**config.mk**
```make
export PLATFORM = sky130hd
export DESIGN_NAME = ssr_setup_reg
export DESIGN_NICKNAME = d
export VERILOG_FILES = /design/src/ssr_pkg.sv /design/src/ssr_trig_arb.sv /design/src/ssr_setup_reg.sv
export SDC_FILE = /design/constraint.sdc
export NUM_CORES = 1
export LEC_CHECK = 0
export ABC_AREA = 1
export BUFFER_PORTS_ARGS = -buffer_cell sky130_fd_sc_hd__buf_4
export CORE_MARGIN = 4
export CORE_UTILIZATION = 25
export DETAILED_ROUTE_END_ITERATION = 10
export SYNTH_ARGS = -nofsm -noshare
export SYNTH_HDL_FRONTEND = slang
export SYNTH_SLANG_ARGS = --single-unit
export TNS_END_PERCENT = 20
```
**constraint.sdc**
```tcl
create_clock -name mclk -period 1.85 [get_ports mclk]
set_input_delay 0.37 -clock mclk [delete_from_list [all_inputs] [get_ports mclk]]
set_output_delay 0.37 -clock mclk [all_outputs]
set_load 0.01 [all_outputs]
```
**src/ssr_pkg.sv**
```systemverilog
// Package with constants and types of the global setup register block
package ssr_pkg;

  // ==========================================================================
  // Register map
  // ==========================================================================
  localparam int          ADDR_W          = 6;
  localparam int          DATA_W          = 16;
  localparam logic [5:0]  GSR_OFFSET      = 6'h02;
  localparam logic [15:0] GSR_RESET       = 16'h0000;
  // Writable positions: 13-12, 10-9, 8-6, 5, 2-0
  localparam logic [15:0] GSR_WRITE_MASK  = 16'h37E7;
  localparam logic [15:0] RDATA_IDLE      = 16'h0000;

  // ==========================================================================
  // Field positions
  // ==========================================================================
  localparam int          DIAGNOSTIC_RUN_SELECT_LSB    = 12;
  localparam int          TRIG_SRC_LSB    = 9;
  localparam int          READ_FMT_LSB    = 6;
  localparam int          ANA_DIAG_BIT    = 5;
  localparam int          Z_LIM_BIT       = 2;
  localparam int          Y_LIM_BIT       = 1;
  localparam int          X_LIM_BIT       = 0;

  // Operating states in which a trigger is honoured, one bit per code
  localparam logic [7:0]  TRIG_STATE_MASK = 8'h02;
  localparam int          OP_STATE_W      = 3;

  // ==========================================================================
  // Field encodings
  // ==========================================================================
  typedef enum logic [1:0] {
    DIAG_ALL_TOGETHER,
    DIAG_ENABLED_TOGETHER,
    DIAG_ALL_SEQUENCE,
    DIAG_ENABLED_SEQUENCE
  } ssr_diag_run_t;

  typedef enum logic [1:0] {
    TRIG_SPI_CMD,
    TRIG_CS_PULSE,
    TRIG_ALERT_PULSE,
    TRIG_UNUSED
  } ssr_trig_src_t;

  typedef enum logic [2:0] {
    FMT_WORD32,
    FMT_PAIR_XY,
    FMT_PAIR_XZ,
    FMT_PAIR_ZY,
    FMT_PAIR_XT,
    FMT_PAIR_YT,
    FMT_PAIR_ZT,
    FMT_PAIR_AM
  } ssr_read_fmt_t;

  // Register image, bit for bit
  typedef struct packed {
    logic [1:0]    rsv_15_14;
    ssr_diag_run_t diagnostic_run_select;
    logic          rsv_11;
    ssr_trig_src_t trigger_source;
    ssr_read_fmt_t read_format;
    logic          analog_diag_enable;
    logic [1:0]    rsv_4_3;
    logic          z_limit_check_enable;
    logic          y_limit_check_enable;
    logic          x_limit_check_enable;
  } ssr_cfg_t;

  // Trigger events, one bit per source
  typedef struct packed {
    logic spi_cmd;
    logic cs_pulse;
    logic alert_pulse;
  } ssr_trig_evt_t;

endpackage : ssr_pkg

```
**src/ssr_trig_arb.sv**
```systemverilog
// Trigger arbiter: holds one pending trigger and launches one conversion
`timescale 1ns/1ns
module ssr_trig_arb (
  mclk,
  rst_n,
  trig_event,
  conv_busy,
  conv_done,
  conv_start,
  trig_pending,
  trig_dropped
);
  input  wire logic mclk;
  input  wire logic rst_n;
  input  wire logic trig_event;
  input  wire logic conv_busy;
  input  wire logic conv_done;
  output wire logic conv_start;
  output wire logic trig_pending;
  output wire logic trig_dropped;

  typedef enum logic [1:0] {
    ARB_IDLE,
    ARB_PEND,
    ARB_EXEC
  } ssr_arb_state_t;

  typedef struct packed {
    ssr_arb_state_t state;
    logic           start;
    logic           dropped;
  } ssr_arb_t;

  ssr_arb_t arb_reg;
  ssr_arb_t arb_next;

  // ==========================================================================
  // Next state
  // ==========================================================================
  always_comb begin
    arb_next         = arb_reg;
    arb_next.start   = 1'b0;
    arb_next.dropped = 1'b0;
    case (arb_reg.state)
      ARB_IDLE: begin
        if (trig_event) begin
          arb_next.state = ARB_PEND;
        end
      end
      ARB_PEND: begin
        // A running conversion is finished first
        if (!conv_busy) begin
          arb_next.start = 1'b1;
          arb_next.state = ARB_EXEC;
        end
        arb_next.dropped = trig_event;
      end
      ARB_EXEC: begin
        // Waits on done, not busy, so a late busy rise is harmless
        if (conv_done) begin
          arb_next.state = ARB_IDLE;
        end
        arb_next.dropped = trig_event;
      end
      default: begin
        arb_next.state = ARB_IDLE;
      end
    endcase
  end

  // Register
  always_ff @(posedge mclk) begin
    if (!rst_n) begin
      arb_reg <= '{state: ARB_IDLE, start: 1'b0, dropped: 1'b0};
    end else begin
      arb_reg <= arb_next;
    end
  end

  assign conv_start   = arb_reg.start;
  assign trig_pending = (arb_reg.state != ARB_IDLE);
  assign trig_dropped = arb_reg.dropped;

endmodule // ssr_trig_arb

```
**src/ssr_setup_reg.sv**
```systemverilog
// Global setup register: diagnostics, trigger source, read format, limits
`timescale 1ns/1ns
module ssr_setup_reg (
  mclk,
  rst_n,
  reg_addr,
  reg_wr_en,
  reg_wdata,
  reg_rd_en,
  reg_rdata,
  reg_hit,
  trig_events,
  operating_state_select,
  alert_switch_mode,
  conv_busy,
  conv_done,
  conv_start,
  trig_pending,
  trig_dropped,
  diagnostic_run_select,
  diag_enabled_only,
  diag_in_sequence,
  analog_diag_enable,
  trigger_source,
  read_format,
  read_word32,
  read_pair_second_temp,
  x_limit_check_enable,
  y_limit_check_enable,
  z_limit_check_enable,
  switch_axes_missing
);
  parameter int ADDR_W = ssr_pkg::ADDR_W;
  parameter int DATA_W = ssr_pkg::DATA_W;

  input  wire logic                  mclk;
  input  wire logic                  rst_n;
  input  wire logic [ADDR_W-1:0]     reg_addr;
  input  wire logic                  reg_wr_en;
  input  wire logic [DATA_W-1:0]     reg_wdata;
  input  wire logic                  reg_rd_en;
  output wire logic [DATA_W-1:0]     reg_rdata;
  output wire logic                  reg_hit;
  input  wire ssr_pkg::ssr_trig_evt_t trig_events;
  input  wire logic [ssr_pkg::OP_STATE_W-1:0] operating_state_select;
  input  wire logic                  alert_switch_mode;
  input  wire logic                  conv_busy;
  input  wire logic                  conv_done;
  output wire logic                  conv_start;
  output wire logic                  trig_pending;
  output wire logic                  trig_dropped;
  output wire ssr_pkg::ssr_diag_run_t diagnostic_run_select;
  output wire logic                  diag_enabled_only;
  output wire logic                  diag_in_sequence;
  output wire logic                  analog_diag_enable;
  output wire ssr_pkg::ssr_trig_src_t trigger_source;
  output wire ssr_pkg::ssr_read_fmt_t read_format;
  output wire logic                  read_word32;
  output wire logic                  read_pair_second_temp;
  output wire logic                  x_limit_check_enable;
  output wire logic                  y_limit_check_enable;
  output wire logic                  z_limit_check_enable;
  output wire logic                  switch_axes_missing;

  // ==========================================================================
  // Helper functions
  // ==========================================================================

  // Address compare, used for both read and write paths
  function automatic logic addr_match(input logic [ADDR_W-1:0] a);
    addr_match = (a == ADDR_W'(ssr_pkg::GSR_OFFSET));
  endfunction

  // Clean a write: reserved positions dropped, unused trigger code folded
  function automatic ssr_pkg::ssr_cfg_t clean_write(input logic [DATA_W-1:0] d);
    ssr_pkg::ssr_cfg_t c;
    c = ssr_pkg::ssr_cfg_t'(d[15:0] & ssr_pkg::GSR_WRITE_MASK);
    if (c.trigger_source == ssr_pkg::TRIG_UNUSED) begin
      c.trigger_source = ssr_pkg::TRIG_SPI_CMD;
    end
    clean_write = c;
  endfunction

  // Operating state lookup in the designated-state mask
  function automatic logic state_allows(input logic [ssr_pkg::OP_STATE_W-1:0] s);
    state_allows = ssr_pkg::TRIG_STATE_MASK[s];
  endfunction

  // ==========================================================================
  // State
  // ==========================================================================
  typedef struct packed {
    ssr_pkg::ssr_cfg_t cfg;
    logic [DATA_W-1:0] rdata;
    logic              hit;
    logic              evt;
    logic              enabled_only;
    logic              in_sequence;
    logic              word32;
    logic              second_temp;
    logic              axes_missing;
  } ssr_top_t;

  ssr_top_t st_reg;
  ssr_top_t st_next;

  logic             arb_start;
  logic             arb_pending;
  logic             arb_dropped;

  // ==========================================================================
  // Next-state logic
  // ==========================================================================
  always_comb begin
    logic sel_evt;
    logic wr_hit;
    sel_evt = 1'b0;
    wr_hit  = reg_wr_en && addr_match(reg_addr);
    st_next = st_reg;

    // Register write; reserved fields never take data
    if (wr_hit) begin
      st_next.cfg = clean_write(reg_wdata);
    end

    // Read answer, registered; unmapped address returns zero
    st_next.hit = reg_rd_en && addr_match(reg_addr);
    if (reg_rd_en && addr_match(reg_addr)) begin
      st_next.rdata = DATA_W'(st_reg.cfg);
    end else if (reg_rd_en) begin
      st_next.rdata = DATA_W'(ssr_pkg::RDATA_IDLE);
    end

    // Trigger source select
    case (st_reg.cfg.trigger_source)
      ssr_pkg::TRIG_SPI_CMD: begin
        sel_evt = trig_events.spi_cmd;
      end
      ssr_pkg::TRIG_CS_PULSE: begin
        sel_evt = trig_events.cs_pulse;
      end
      ssr_pkg::TRIG_ALERT_PULSE: begin
        // Switch mode owns the pin, so its pulses are not triggers
        sel_evt = trig_events.alert_pulse && !alert_switch_mode;
      end
      default: begin
        sel_evt = trig_events.spi_cmd;
      end
    endcase
    // Outside designated operating states the event is dropped
    st_next.evt = sel_evt && state_allows(operating_state_select);

    // Diagnostic run decode
    st_next.enabled_only =
      (st_reg.cfg.diagnostic_run_select == ssr_pkg::DIAG_ENABLED_TOGETHER) ||
      (st_reg.cfg.diagnostic_run_select == ssr_pkg::DIAG_ENABLED_SEQUENCE);
    st_next.in_sequence =
      (st_reg.cfg.diagnostic_run_select == ssr_pkg::DIAG_ALL_SEQUENCE) ||
      (st_reg.cfg.diagnostic_run_select == ssr_pkg::DIAG_ENABLED_SEQUENCE);

    // Read format decode: full word or a 12-bit pair
    st_next.word32      = (st_reg.cfg.read_format == ssr_pkg::FMT_WORD32);
    st_next.second_temp =
      (st_reg.cfg.read_format == ssr_pkg::FMT_PAIR_XT) ||
      (st_reg.cfg.read_format == ssr_pkg::FMT_PAIR_YT) ||
      (st_reg.cfg.read_format == ssr_pkg::FMT_PAIR_ZT);

    // Flag switch mode with no axis check enabled; controller's duty
    st_next.axes_missing = alert_switch_mode &&
      !(st_reg.cfg.x_limit_check_enable ||
        st_reg.cfg.y_limit_check_enable ||
        st_reg.cfg.z_limit_check_enable);
  end

  // ==========================================================================
  // Registers
  // ==========================================================================
  always_ff @(posedge mclk) begin
    if (!rst_n) begin
      st_reg.cfg          <= ssr_pkg::ssr_cfg_t'(ssr_pkg::GSR_RESET);
      st_reg.rdata        <= DATA_W'(ssr_pkg::RDATA_IDLE);
      st_reg.hit          <= 1'b0;
      st_reg.evt          <= 1'b0;
      st_reg.enabled_only <= 1'b0;
      st_reg.in_sequence  <= 1'b0;
      st_reg.word32       <= 1'b1;
      st_reg.second_temp  <= 1'b0;
      st_reg.axes_missing <= 1'b0;
    end else begin
      st_reg <= st_next;
    end
  end

  // ==========================================================================
  // Trigger arbitration
  // ==========================================================================
  // One pending slot only; extra events are flagged on trig_dropped
  ssr_trig_arb u_arb (
    .mclk         (mclk),
    .rst_n        (rst_n),
    .trig_event   (st_reg.evt),
    .conv_busy    (conv_busy),
    .conv_done    (conv_done),
    .conv_start   (arb_start),
    .trig_pending (arb_pending),
    .trig_dropped (arb_dropped)
  );

  // ==========================================================================
  // Outputs
  // ==========================================================================
  assign reg_rdata             = st_reg.rdata;
  assign reg_hit               = st_reg.hit;
  assign conv_start            = arb_start;
  assign trig_pending          = arb_pending;
  assign trig_dropped          = arb_dropped;
  assign diagnostic_run_select = st_reg.cfg.diagnostic_run_select;
  assign diag_enabled_only     = st_reg.enabled_only;
  assign diag_in_sequence      = st_reg.in_sequence;
  // Clear bit forbids analog front-end tests
  assign analog_diag_enable    = st_reg.cfg.analog_diag_enable;
  assign trigger_source        = st_reg.cfg.trigger_source;
  assign read_format           = st_reg.cfg.read_format;
  assign read_word32           = st_reg.word32;
  assign read_pair_second_temp = st_reg.second_temp;
  assign x_limit_check_enable  = st_reg.cfg.x_limit_check_enable;
  assign y_limit_check_enable  = st_reg.cfg.y_limit_check_enable;
  assign z_limit_check_enable  = st_reg.cfg.z_limit_check_enable;
  assign switch_axes_missing   = st_reg.axes_missing;

endmodule // ssr_setup_reg

```
==> summary.md <==
| Metric | Value |
|---|---|
| Clk sink count | `33` |
| Hpwl dp | `2817 um` |
| Finished Layout Cells | `roughly 340` |
| Ant. Diodes | `0` |
| Worst Hold Class | `in -> reg` |
| Mapped Cells | `201` |
| Crit-path slowest cell | `dfxtp_1` |
| Switch Pwr | `349.1 uW` |
| Die ar. | `7222 sq um` |
| Worst-Skew Late Latency | `0.27 ns` |
| Mean Syn Cell Area | `7.370 sq um` |
| Worst Skew | `0.001735 ns` |
| Outcome | `finished, final reports clean` |
| Distinct cells, synth | `22` |
| Pleak | `0.001060 uW` |
| CTS root buffer | `clkbuf_8` |
| Row count | `27` |
| Worst Path Required | `1.48 ns` |
| GRT Total Usage | `10.48%` |
| Htree depth | `2` |
| Global-route wire length before repair | `~6000 um` |
| Final Hold Vio Count | `0` |
| Clock Power Share | `35.5%` |
| DR iter-0 viols | `32` |
| Setup_tns | `0 ns` |
| Critical path class | `reg -> out` |
| Post-Route WL | `between 3000 and 4000 um` |
| Final period util | `just under 80%` |
| Nets | `303` |
| CTS tree | `yes` |
| Post-Syn Area | `1481 sq um` |
| Worst-path clk slew | `0.06 ns` |
| Flops & latches, synth | `33` |
| Io pins | `71` |
| Wirelength per Cell | `10.90 um` |
| Sequential-to-total area share from yosys stat | `~45%` |
| Placed Instances | `roughly 330` |
| Starting Density | `between 20% and 30%` |
| Max reg flops | `11` |
| Vias in the first global route | `1325` |
| Layout cells sized above 1 | `28.52%` |
| # DRC | `0` |
| Die width | `84.98 um` |
| Final setup viols | `0` |
| PostCTS Resize Cnt | `0` |
| Sw frac | `24.48%` |
| Peak Freq | `690.5 MHz` |
| Fillers | `623` |
| Combinational Power Share | `13.5%` |
| Post-CTS Setup Bufs | `0` |
| Cell Int Power | `1077 uW` |
| CP Launch Type | `register` |
| CP max stage delay | `~0.33 ns` |
| Port-buffer cells | `60` |
| Vias per cell | `4.072` |
| Antenna-violating nets left | `0` |
| Max cap viols | `0` |
| Fin crit period | `approximately 1.4 ns` |
| CTS max path bufs | `2` |
| Gr ovfl total | `0` |
| Area Overhead vs Synth | `38.85%` |
| Initial antenna violation count | `0` |
| CP most frequent cell | `inv_1` |
| Largest net degree at the start of global routing | `16` |
| Final Slew Violations | `0` |
| # hold bufs at CTS | `0` |
| Core area | `5642 sq um` |
| Yosys warns | `0` |
| Max FO, Critical Path | `4` |
| Vias | `between 1000 and 1500` |
| Critical path capture point type | `output pin` |
| Routability cong. | `0.7123` |
| Maximum vdd ir drop | `0.2524 mV` |
| Worst-path cell chain | `inv_1 -> ha_1 -> inv_1 -> buf_4` |
| CP arrival | `around 1.1 ns` |
| Worst R2R Setup Slack | `0.72 ns` |
| Die Y | `84.98 um` |
| RSZ-0062 raised after global routing | `no` |
| Flop pwr share | `51.1%` |
| Clock buffer count from CTS | `5` |
| P per Cell Area | `693.2 nW/um^2` |
| TritonRoute pass-1 iters | `4` |
## critical path, delay by kind of cell, from the launching register on
| kind | cells | cell delay, ns |
|---|---|---|
| flops | 1 | 0.33 |
| fa+ha+maj | 1 | 0.22 |
| buf+inv | 3 | 0.26 |
## power by group through the flow
stage / clock [uW] / sequential [uW] / combinational (uW)
after floorplan: 0 / 746 / 109
after global placement: 0 / 744 / 189
after detailed placement: 0 / 744 / 194
after CTS: 536 / 728 / 195
after global routing: 573 / 729 / 219
final: 506 / 728 / 192
## stage by stage
| stage | power [uW] | setup slack (ns) | hold WS, ns | util [%] | instance area, sq um |
|---|---|---|---|---|---|
| floorplan | 854.6 | 0.7523 | 0.4097 | - | 1496 |
| global placement | 933.2 | 0.4239 | 0.4274 | 35.04 | 1977 |
| detailed placement | 938.3 | 0.4025 | 0.4258 | 35.04 | 1977 |
| CTS | 1459 | 0.3752 | 0.2579 | 36.46 | 2057 |
| global route | 1521 | 0.3179 | 0.2701 | 36.46 | 2057 |
| finish | 1426 | 0.4017 | 0.2732 | 36.46 | 2057 |
## synthesized netlist by cell type, drive strengths merged
cell type  count  area (sq um)
nor2          35         158.9
ha             6         75.07
nor4           1         6.260
o21ai          2         10.01
nor3           1         5.000
dfxtp         33         660.6
a211oi         1         7.510
nand4         11         68.82
nand3         15         87.59
buf           13         82.58
inv           31         116.4
a21oi          3         15.01
conb           1         3.750
nand2         47         176.4
o31ai          1         7.510
## final timing paths
path / start / endpoint / cells after the start
setup / recovery: u_arb.arb_reg[2] / trig_pending / 4
hold / removal: conv_busy / u_arb.conv_start / 2
setup reg to reg: trigger_source[0] / st_reg[5] / 5
hold reg to reg: st_reg[5] / u_arb.trig_dropped / 2
## layout make-up
class | count | area [sq um] | share of cell area (%)
Sequential cell | 33 | 660.6 | 32.12
Multi-Input combinational cell | 128 | 636.9 | 30.96
Timing Repair Buffer | 63 | 473.0 | 22.99
Inverter | 31 | 116.4 | 5.657
Tap cell | 72 | 90.09 | 4.380
Clock buffer | 8 | 80.08 | 3.893
## cell usage in the layout (no fill, tap or decap)
master and n:
nand2_1 47, a21oi_1 3, a211oi_1 1, o21ai_1 2
clkbuf_1 3, nor4_1 1, dfxtp_1 33, inv_1 30
nand3_4 1, nor2_2 2, nand4_1 11, ha_1 6
nor2_4 3, nor2_1 30, clkbuf_8 5, nand3_1 14
inv_2 1, o31ai_1 1, nor3_1 1, buf_4 63
conb_1 5
## cell families (layout without fill, tap and decap cells)
| group | Yosys count | count (layout) | synth area share (%) |
|---|---|---|---|
| simple gates | 110 | 110 | 33.95 |
| buf+inv | 44 | 102 | 13.43 |
| flops | 33 | 33 | 44.59 |
| compound gates | 7 | 7 | 2.703 |
| fa+ha+maj | 6 | 6 | 5.067 |
| other cells | 1 | 5 | 0.2531 |
## layer usage
layer / GRT usage (%) / routed length (um)
met1: 12.13 / 1600
met5: 0 / 0
met3: 4.466 / 313
met2: 16.95 / 1700
met4: 4.317 / 36
No activity file was read; power rests on OpenSTA's default activity.
